[config.mk]
export PLATFORM = sky130hd
export DESIGN_NAME = host_command_port
export DESIGN_NICKNAME = d
export VERILOG_FILES = /design/src/hdl/host_port_pkg.sv /design/src/hdl/host_command_port.sv
export SDC_FILE = /design/constraint.sdc
export NUM_CORES = 1
export LEC_CHECK = 0
export BUFFER_PORTS_ARGS = -buffer_cell sky130_fd_sc_hd__buf_2
export CAP_MARGIN = 20
export CORE_MARGIN = 1
export CORE_UTILIZATION = 46
export CTS_CLUSTER_DIAMETER = 50
export DETAILED_ROUTE_END_ITERATION = 6
export PLACE_DENSITY = 0.77
export SETUP_SLACK_MARGIN = 0.4
export SLEW_MARGIN = 15
export SYNTH_ARGS = -nofsm -noshare
export SYNTH_HDL_FRONTEND = slang
export SYNTH_SLANG_ARGS = --single-unit
export TNS_END_PERCENT = 100
[constraint.sdc]
create_clock -name clk_in -period 2.23 [get_ports clk_in]
set_input_delay 0.1115 -clock clk_in [delete_from_list [all_inputs] [get_ports clk_in]]
set_output_delay 0.1115 -clock clk_in [all_outputs]
set_load 0.01 [all_outputs]
[src/hdl/host_port_pkg.sv]
package host_port_pkg;
  // port command codes (two low bits of the written value)
  localparam logic [1:0] CMD_CLEAR = 2'h0;
  localparam logic [1:0] CMD_START = 2'h1;
  localparam logic [1:0] CMD_RESET = 2'h2;
  localparam logic [1:0] CMD_NONE = 2'h3;
  // wake-up block layout
  localparam int WAKE_BYTES = 6;
  localparam logic [7:0] EXT_NONE = 8'h01;
  localparam logic [7:0] EXT_ALL = 8'h07;
  localparam int WAKE_EXT_BYTE = 0;
  localparam int WAKE_ADDR_BYTE = 2;
  // busy byte values in the channel control block
  localparam logic [7:0] BUSY_SET = 8'hff;
  localparam logic [7:0] BUSY_IDLE = 8'h00;
  // modifier bit that suppresses the completion interrupt
  localparam int MOD_NO_INT_BIT = 0;
  // address arithmetic and interrupt line count
  localparam int SEG_SHIFT = 4;
  localparam int SEG_ADDR_W = 20;
  localparam int LIN_ADDR_W = 24;
  localparam int IRQ_LINES = 8;
  // interrupt cause bundle
  typedef struct packed {
    logic cmd_done;
    logic seek_done;
    logic media_change;
  } irq_events_t;
  // engine states
  typedef enum logic [2:0] {
    ST_HALT = 3'b000,
    ST_IDLE = 3'b001,
    ST_WAKE = 3'b010,
    ST_CLRBUSY = 3'b011,
    ST_EXEC = 3'b100
  } state_t;
endpackage : host_port_pkg

[src/hdl/host_command_port.sv]
`timescale 1ns/1ps
// How it works
// [RULE1] one jumpered port, writes only, reads ignored
// [RULE2] two low bits pick clear, start, reset
// [RULE3] clear drops interrupt and leaves reset
// [RULE4] host initializes drives before any access
// [RULE5] first start fetches tables, clears busy silently
// [RULE6] later starts fetch parameter block and run
// [RULE7] reset command resets at once, aborts, silent
// [RULE8] interrupt drives one of eight jumpered lines
// [RULE9] interrupt holds until clear or bus reset
// [RULE10] completion, seek and media change interrupt
// [RULE11] only completion interrupt can be suppressed
// [RULE12] modifier bit zero set suppresses completion interrupt
// [RULE13] segmented address is segment times 16 plus offset
// [RULE14] linear mode: first word low, second high
// [RULE15] wake-up block at jumper value times 16
// [RULE16] wake-up read only on first start
// [RULE17] extension byte 01H none, 07H all
// [RULE18] wake-up: extension, reserved, four address bytes
// [RULE19] busy byte FFH busy, 00H idle
// [RULE20] post status only when semaphore is zero
// [RULE21] low bits 03H write is ignored
module host_command_port #(
  parameter int PORT_W = 16
) (
  // clock, reset, enable
  input wire logic clk_in,
  input wire logic resetn_in,
  input wire logic ce_in,
  input wire logic bus_init_in,
  // host i/o port
  input wire logic [PORT_W-1:0] io_addr_in,
  input wire logic io_write_in,
  input wire logic io_read_in,
  input wire logic [7:0] io_data_in,
  input wire logic wide_port_in,
  // board jumpers
  input wire logic [15:0] port_jumper_in,
  input wire logic [2:0] interrupt_line_jumper_in,
  // memory fetch of the wake-up block, one byte per request
  output logic mem_req_out,
  output logic [23:0] mem_addr_out,
  input wire logic mem_ack_in,
  input wire logic [7:0] mem_data_in,
  // engine events and parameter block fields
  input wire host_port_pkg::irq_events_t events_in,
  input wire logic [15:0] modifier_in,
  input wire logic semaphore_zero_in,
  input wire logic exec_done_in,
  input wire logic [15:0] seg_in,
  input wire logic [15:0] off_in,
  // outputs to the engine and the bus
  output logic busy_write_out,
  output logic [7:0] busy_value_out,
  output logic exec_start_out,
  output logic abort_out,
  output logic status_post_out,
  output logic in_reset_out,
  output logic linear_mode_out,
  output logic [7:0] ext_sel_out,
  output logic [23:0] chain_addr_out,
  output logic [23:0] xlate_addr_out,
  output logic [host_port_pkg::IRQ_LINES-1:0] irq_out
);
  // state registers
  host_port_pkg::state_t st_r, st_nxt;
  logic [2:0] idx_r, idx_nxt; // wake-up byte index
  logic [7:0] ext_r, ext_nxt; // extension selector
  logic [31:0] ccb_r, ccb_nxt; // saved chain words
  logic linked_r, linked_nxt; // wake-up already taken
  logic irq_r, irq_nxt; // sticky host interrupt
  logic [23:0] maddr_r, maddr_nxt;
  logic mreq_r, mreq_nxt;
  logic bw_r, bw_nxt; // busy byte write strobe
  logic [7:0] bv_r, bv_nxt;
  logic xs_r, xs_nxt;
  logic post_r, post_nxt;
  logic [23:0] xl_r, xl_nxt;

  // port decode: narrow ports compare only the low byte
  logic hit, wr_clear, wr_start, wr_reset;
  logic [1:0] cmd;
  assign cmd = io_data_in[1:0]; // RULE2
  always_comb begin
    if (wide_port_in) begin
      hit = (io_addr_in == PORT_W'(port_jumper_in)); // RULE1
    end else begin
      hit = (io_addr_in[7:0] == port_jumper_in[7:0]); // RULE1
    end
  end
  // reads never decode; 03H matches no command, so it falls through
  // every branch of the engine and leaves all state alone
  logic wr_hit;
  assign wr_hit = hit && io_write_in; // RULE1 RULE21
  assign wr_clear = wr_hit && cmd == host_port_pkg::CMD_CLEAR;
  assign wr_start = wr_hit && cmd == host_port_pkg::CMD_START;
  assign wr_reset = wr_hit && cmd == host_port_pkg::CMD_RESET;

  // wake-up block base; shift of the jumper value makes 20 bits
  logic [23:0] wake_base;
  assign wake_base = {4'h0, port_jumper_in, 4'h0}; // RULE15

  // segmented or linear translation of the chain words
  function automatic logic [23:0] xlate(input logic lin,
      input logic [15:0] w0, input logic [15:0] w1);
    logic [19:0] seg;
    seg = {w1, 4'h0} + {4'h0, w0}; // RULE13
    if (lin) begin
      xlate = {w1[7:0], w0}; // RULE14
    end else begin
      xlate = {4'h0, seg};
    end
  endfunction : xlate

  logic lin;
  assign lin = (ext_r == host_port_pkg::EXT_ALL); // RULE17

  // next-state logic of the engine
  always_comb begin
    st_nxt = st_r;
    idx_nxt = idx_r;
    ext_nxt = ext_r;
    ccb_nxt = ccb_r;
    linked_nxt = linked_r;
    irq_nxt = irq_r;
    maddr_nxt = maddr_r;
    mreq_nxt = 1'b0;
    bw_nxt = 1'b0;
    bv_nxt = bv_r;
    xs_nxt = 1'b0;
    post_nxt = 1'b0;
    xl_nxt = xlate(lin, off_in, seg_in);
    // events set the sticky interrupt; completion may be masked
    if (events_in.seek_done || events_in.media_change) begin
      irq_nxt = 1'b1; // RULE10 RULE11
    end
    if (events_in.cmd_done && !modifier_in[host_port_pkg::MOD_NO_INT_BIT]
        && st_r != host_port_pkg::ST_HALT) begin
      irq_nxt = 1'b1; // RULE12
    end
    // clear only when no event lands in the same cycle
    if (wr_clear && !(|events_in)) begin
      irq_nxt = 1'b0; // RULE3 RULE9
    end
    case (st_r)
      host_port_pkg::ST_HALT: begin
        // interrupt already handled above: a same-cycle event beats clear
        if (wr_clear) begin
          st_nxt = host_port_pkg::ST_IDLE; // RULE3
        end
      end
      host_port_pkg::ST_IDLE: begin
        if (wr_start && !linked_r) begin
          st_nxt = host_port_pkg::ST_WAKE; // RULE5 RULE16
          idx_nxt = 3'h0;
          maddr_nxt = wake_base;
          mreq_nxt = 1'b1;
        end else if (wr_start) begin
          st_nxt = host_port_pkg::ST_EXEC; // RULE6
          xs_nxt = 1'b1;
        end
      end
      host_port_pkg::ST_WAKE: begin
        mreq_nxt = 1'b1;
        if (mem_ack_in) begin
          // byte 0 extension, byte 1 reserved, bytes 2..5 address
          if (idx_r == 3'(host_port_pkg::WAKE_EXT_BYTE)) begin
            ext_nxt = mem_data_in; // RULE18
          end else if (idx_r >= 3'(host_port_pkg::WAKE_ADDR_BYTE)) begin
            ccb_nxt = {mem_data_in, ccb_r[31:8]}; // RULE18
          end
          idx_nxt = idx_r + 3'h1;
          maddr_nxt = maddr_r + 24'h1;
          if (idx_r == 3'(host_port_pkg::WAKE_BYTES - 1)) begin
            mreq_nxt = 1'b0;
            st_nxt = host_port_pkg::ST_CLRBUSY;
          end
        end
      end
      host_port_pkg::ST_CLRBUSY: begin
        // busy goes idle, no status is posted
        bw_nxt = 1'b1; // RULE5 RULE19
        bv_nxt = host_port_pkg::BUSY_IDLE;
        linked_nxt = 1'b1;
        st_nxt = host_port_pkg::ST_IDLE;
      end
      host_port_pkg::ST_EXEC: begin
        if (exec_done_in) begin
          post_nxt = semaphore_zero_in; // RULE20
          bw_nxt = 1'b1; // RULE19
          bv_nxt = host_port_pkg::BUSY_IDLE;
          st_nxt = host_port_pkg::ST_IDLE;
        end
      end
      default: st_nxt = host_port_pkg::ST_HALT;
    endcase
    // reset command wins over everything and drops all progress
    if (wr_reset || bus_init_in) begin
      st_nxt = host_port_pkg::ST_HALT; // RULE7
      linked_nxt = 1'b0;
      mreq_nxt = 1'b0;
      bw_nxt = 1'b0;
      post_nxt = 1'b0;
      xs_nxt = 1'b0;
      irq_nxt = bus_init_in ? 1'b0 : irq_nxt; // RULE9
    end
  end

  // registers, frozen while the clock enable is low unless the synchronous reset is asserted
  always_ff @(posedge clk_in) begin
    if (!resetn_in) begin
      st_r <= host_port_pkg::ST_HALT;
      idx_r <= 3'h0;
      ext_r <= host_port_pkg::EXT_NONE;
      ccb_r <= 32'h0;
      linked_r <= 1'b0;
      irq_r <= 1'b0;
      maddr_r <= 24'h0;
      mreq_r <= 1'b0;
      bw_r <= 1'b0;
      bv_r <= host_port_pkg::BUSY_SET;
      xs_r <= 1'b0;
      post_r <= 1'b0;
      xl_r <= 24'h0;
    end else if (ce_in) begin
      st_r <= st_nxt;
      idx_r <= idx_nxt;
      ext_r <= ext_nxt;
      ccb_r <= ccb_nxt;
      linked_r <= linked_nxt;
      irq_r <= irq_nxt;
      maddr_r <= maddr_nxt;
      mreq_r <= mreq_nxt;
      bw_r <= bw_nxt;
      bv_r <= bv_nxt;
      xs_r <= xs_nxt;
      post_r <= post_nxt;
      xl_r <= xl_nxt;
    end
  end

  // interrupt steered onto one jumpered line
  genvar g;
  generate
    for (g = 0; g < host_port_pkg::IRQ_LINES; g++) begin : g_irq
      assign irq_out[g] = irq_r &&
        (interrupt_line_jumper_in == 3'(g)); // RULE8
    end
  endgenerate

  assign mem_req_out = mreq_r;
  assign mem_addr_out = maddr_r;
  assign busy_write_out = bw_r;
  assign busy_value_out = bv_r;
  assign exec_start_out = xs_r;
  assign abort_out = wr_reset; // RULE7
  assign status_post_out = post_r;
  assign in_reset_out = (st_r == host_port_pkg::ST_HALT);
  assign linear_mode_out = lin;
  assign ext_sel_out = ext_r;
  assign chain_addr_out = xlate(lin, ccb_r[15:0], ccb_r[31:16]);
  assign xlate_addr_out = xl_r;

  // checks
  clear_drops_a: assert property (@(posedge clk_in) // RULE3
    disable iff (!resetn_in)
    ce_in && wr_clear && !(|events_in) && !wr_reset && !bus_init_in
    |=> !irq_r) else $error("clear left interrupt set");
  reset_halts_a: assert property (@(posedge clk_in) // RULE7
    disable iff (!resetn_in)
    ce_in && wr_reset |=> st_r == host_port_pkg::ST_HALT && !linked_r)
    else $error("reset did not halt");
  seek_sets_a: assert property (@(posedge clk_in) // RULE11
    disable iff (!resetn_in)
    ce_in && events_in.seek_done && !bus_init_in |=> irq_r)
    else $error("seek did not interrupt");
  mask_done_a: assert property (@(posedge clk_in) // RULE12
    disable iff (!resetn_in)
    ce_in && !irq_r && events_in == 3'b100
    && modifier_in[host_port_pkg::MOD_NO_INT_BIT] |=> !irq_r)
    else $error("masked completion interrupted");
  irq_hold_a: assert property (@(posedge clk_in) // RULE9
    disable iff (!resetn_in)
    irq_r && !wr_clear && !bus_init_in |=> irq_r)
    else $error("interrupt dropped");
  wake_addr_a: assert property (@(posedge clk_in) // RULE15
    disable iff (!resetn_in)
    ce_in && st_r == host_port_pkg::ST_IDLE && wr_start && !linked_r
    |=> mem_addr_out == {4'h0, $past(port_jumper_in), 4'h0})
    else $error("wrong wake-up address");
  later_start_a: assert property (@(posedge clk_in) // RULE6
    disable iff (!resetn_in)
    ce_in && st_r == host_port_pkg::ST_IDLE && wr_start && linked_r
    && !bus_init_in |=> exec_start_out && !mem_req_out)
    else $error("no exec");
  one_line_a: assert property (@(posedge clk_in) // RULE8
    disable iff (!resetn_in)
    $onehot0(irq_out)) else $error("several lines driven");
  ignore_three_a: assert property (@(posedge clk_in) // RULE21
    disable iff (!resetn_in)
    io_write_in && cmd == host_port_pkg::CMD_NONE && !(|events_in)
    && !bus_init_in && !exec_done_in && st_r != host_port_pkg::ST_WAKE
    && st_r != host_port_pkg::ST_CLRBUSY
    |=> $stable(st_r) && $stable(irq_r) && $stable(linked_r))
    else $error("03H changed state");
  // the end of the wake-up fetch writes idle busy and posts nothing
  clear_busy_a: assert property (@(posedge clk_in) // RULE5
    disable iff (!resetn_in)
    ce_in && st_r == host_port_pkg::ST_CLRBUSY && !wr_reset && !bus_init_in
    |=> busy_write_out && busy_value_out == host_port_pkg::BUSY_IDLE
    && !status_post_out) else $error("first start ended wrongly");
  // a low clock enable must hold the state, the interrupt and the wake-up flag
  freeze_all_a: assert property (@(posedge clk_in)
    disable iff (!resetn_in)
    !ce_in |=> $stable(st_r) && $stable(irq_r) && $stable(linked_r))
    else $error("state moved while disabled");
endmodule : host_command_port

==> impl_metrics.csv <==
group,metric,value,unit
sta,fin_ws,-0.3434,ns
sta,post-route-period-util,1.154,
placed_design,io_buffers,192,
floorplanning,core_area,12770,um2
detailed_routing,wl,19000,um
clocking,clockRootBuffer,"clkbuf_16",
floorplanning,die-area,13720,um2
global_routing,grt_pass1_wl,28580,um
synth,yosysSeqAreaShare,0.3317,
global_routing,antenna_found_initial,1,
job,drv_cap,0,
sta,hold_viol,0,
floorplanning,start_util,0.4772,
placed_design,pre_cts_ws,-0.04196,ns
critical_path,timing.rr.end,"mem_addr_out[22]",
sta,max-slew-margin-rel,0.6715,
critical_path,r2r_slack,0.38,ns
critical_path,critPathLaunchType,"flip-flop",
detailed_routing,dr_total_vias,6793,
min_path,hold_end,"xlate_addr_out[0]",
critical_path,critPathArrivalTime,2.46,ns
min_path,hp-class,"input pin to flip-flop",
critical_path,slowest_stage,"dfxtp_2",
clocking,clk_latency,0.35,ns
clocking,htreeDepth,3,
floorplanning,io_pins,215,
synth,syn_nets,954,
sta,totalNegativeSetupSlack,-2.008,ns
synth,synth_seq_cells,101,
placed_design,place_inst,1164,
finish,fin_cells,1207,
sta,worst_pin_slew,0.4804,ns
critical_path,path_max_fanout,2,
sta,slew_violations,0,
critical_path,cp.required,2.12,ns
floorplanning,fp-row-count,41,
global_routing,grt_pass1_vias,6174,
sta,setup_violations,10,
finish,nets,1172,
critical_path,path_delay_family,"compound AO/OA/AOI/OAI gates",
clocking,clock-sinks,101,
global_routing,grt-ovfl-total,0,
detailed_routing,via_per_inst,5.628,
detailed_routing,drc,0,
critical_path,slowest_delay,0.35,ns
critical_path,r2r_cells,8,
power_and_ir_drop,p_leak,3.708,nW
floorplanning,fp.dieH,117.1,um
critical_path,worstPathCellList,"ha_4, inv_2, fa_2, nor2b_1, o21a_1, o21ai_2, a21oi_2, a211oi_2, or3_1, a31oi_2, buf_2",
min_path,hp-start,"off_in[0]",
finish,drive_above_1_share,0.3588,
placed_design,dp_hpwl,12650,um
clocking,clockBufferDepth,2,
synth,synth_edf_count,0,
synth,yosysUniqueCellTypes,58,
sta,finalWorstPathRequiredPeriod,2.573,ns
critical_path,crit_type,"flip-flop to primary output",
detailed_routing,dr.pass1.iters,5,
detailed_routing,drt_iter0_markers,580,
global_routing,grt_start_max_net_pins,42,
placed_design,place.gp.congestion,0.9398,
synth,synth_flop_cell,"dfxtp_1",
synth,synth_area,6096,um2
clocking,cts_tree,"built",
detailed_routing,wl_per_cell,15.74,um
power_and_ir_drop,power_density,471.8,nW/um2
sta,skew,0.009938,ns
detailed_routing,antenna_left,0,
outcome,failed_checks,"setup timing",
critical_path,end_kind,"primary output",
sta,rsz0062_at_grt,"yes",
clocking,clkSlewWorstSetupHoldPaths,0.07,ns
critical_path,reg2reg_from,"st_r[2]",
outcome,status,"complete, but fails checks",
sta,fmaxAchievable,388.6,MHz
critical_path,cp_num_buf_inv,2,
synth,netlist_instances,811,
power_and_ir_drop,vdd_drop_max,401.1,uV
finish,syn2layout_area_growth,38.44,%
synth,syn_avg_cell_area,7.516,um2
clocking,cts-buffers-inserted,9,
min_path,min_path_cells,3,
synth,yosys_warnings,0,
synth,synthArstFlopShare,0,
global_routing,gr-usage-all-layers,0.2663,
floorplanning,dieWidth,117.1,um
## power breakdown
group | total [mW] | leakage (nW) | switching [mW] | internal (mW)
logic | 0.531 | 2.73 | 0.294 | 0.237
registers | 1.84 | 0.833 | 0.0161 | 1.83
clock network | 1.61 | 0.140 | 0.731 | 0.877
## what timing repair did
item | in CTS | in global routing
gates cloned | 3 | 0
setup buffers | 8 | 8
endpoints found under the hold margin | 7 | 0
pin swaps | 25 | 21
endpoints found under the setup margin | 41 | 42
gates resized for setup | 41 | 68
hold buffers | 7 | 0
## cell usage after synthesis, types with 7 or more instances
master    instances  area [um2]
xor2_1           17       148.9
o31ai_1           8       60.06
and3_1           12       75.07
a21oi_1          91       455.4
xnor2_1          18       157.7
clkbuf_1         34       127.6
nor2_1           88       330.3
nand3_1          29       145.1
buf_4            13       97.59
or3_1             7       43.79
a211oi_1         13       97.59
mux2i_1          16       160.2
nand4_1           9       56.30
inv_1            19       71.32
nor3_1           16       80.08
nand2_1         130       488.0
and2_1            8       50.05
ha_1             29       362.9
nand2b_1         10       62.56
o21ai_0          37       185.2
dfxtp_1         101        2022
a31oi_1          12       75.07
## worst max path at each step
stage / from / to / slack (ns) / cells past startpoint
after floorplan: ccb_r[4] / chain_addr_out[18] / 0.08 / 10
after global placement: ccb_r[4] / chain_addr_out[18] / -0.03 / 11
after detailed placement: ccb_r[4] / chain_addr_out[18] / -0.04 / 11
after CTS: ccb_r[16] / chain_addr_out[18] / -0.35 / 11
after global routing: ccb_r[16] / chain_addr_out[18] / -0.47 / 11
final: ccb_r[16] / chain_addr_out[18] / -0.34 / 11
## area by class of cell
type                            instances  area [um2]
Clock inverter                          5       60.06
Inverter                               20       88.84
Timing Repair inverter                  1       6.256
Sequential cell                       101        2071
Tap cell                              172       215.2
Antenna cell                            1       2.502
Timing Repair Buffer                  262        1660
Clock buffer                           11       232.7
Fill cell                            1037        4334
Multi-Input combinational cell        634        4103
## registers in the layout, indices dropped and copies added (netlist names)
signal	count
irq_r	1
ccb_r	32
st_r	3
busy_write_out	1
xlate_addr_out	24
exec_start_out	1
ext_sel_out	8
status_post_out	1
idx_r	3
mem_req_out	1
linked_r	1
busy_value_out	1
mem_addr_out	24
## worst min-delay path, delay by kind of cell
| family | cells | cell delay (ns) |
|---|---|---|
| buffers and inverters | 1 | 0.07 |
| muxes | 1 | 0.05 |
| and+or+nand+nor | 1 | 0.08 |
## layer usage
metal / vias to the layer above / part of all wire / GRT usage
li1: 3306 / - / -
met1: 3161 / 0.43 / 0.3281
met2: 294 / 0.49 / 0.4679
met3: 32 / 0.066 / 0.04480
met4: 0 / 0.018 / 0.09536
met5: - / 0 / 0
## layout by cell type (no fill, tap or decap), types with 9 or more instances in the layout
master and count:
buf_2 186, nand2_1 125, nor2_1 83, a21oi_1 83, dfxtp_1 76, buf_4 47
nand3_1 26, o21ai_0 24, ha_1 24, xnor2_1 18, dfxtp_2 18, inv_1 17
xor2_1 17, buf_6 17, mux2i_1 16, nor3_1 14, a211oi_1 10, nand2b_1 9
nand4_1 9, clkbuf_16 9
## cells by family after synthesis
group                      Yosys count  share of synthesized area
AOI/OAI and AO/OA                  218                     0.2204
xor gates and xnor gates            35                    0.05029
adders and majority gates           31                    0.06609
buffers and inverters               76                    0.05747
DFF                                101                     0.3317
muxes                               16                    0.02627
and+or+nand+nor                    334                     0.2477
## through the flow
step	cell area [um2]	utilization	total power, mW	hold WS [ns]
2_1_floorplan	6251	-	2.180	0.2273
3_3_place_gp	7513	0.5882	2.377	0.3476
3_5_place_dp	7513	0.5882	2.387	0.3592
4_1_cts	8132	0.6366	3.989	0.0007328
5_1_grt	8439	0.6607	4.126	0.001208
6_report	8439	0.6607	3.981	0.004209
Power figures use the tool's default switching activity.
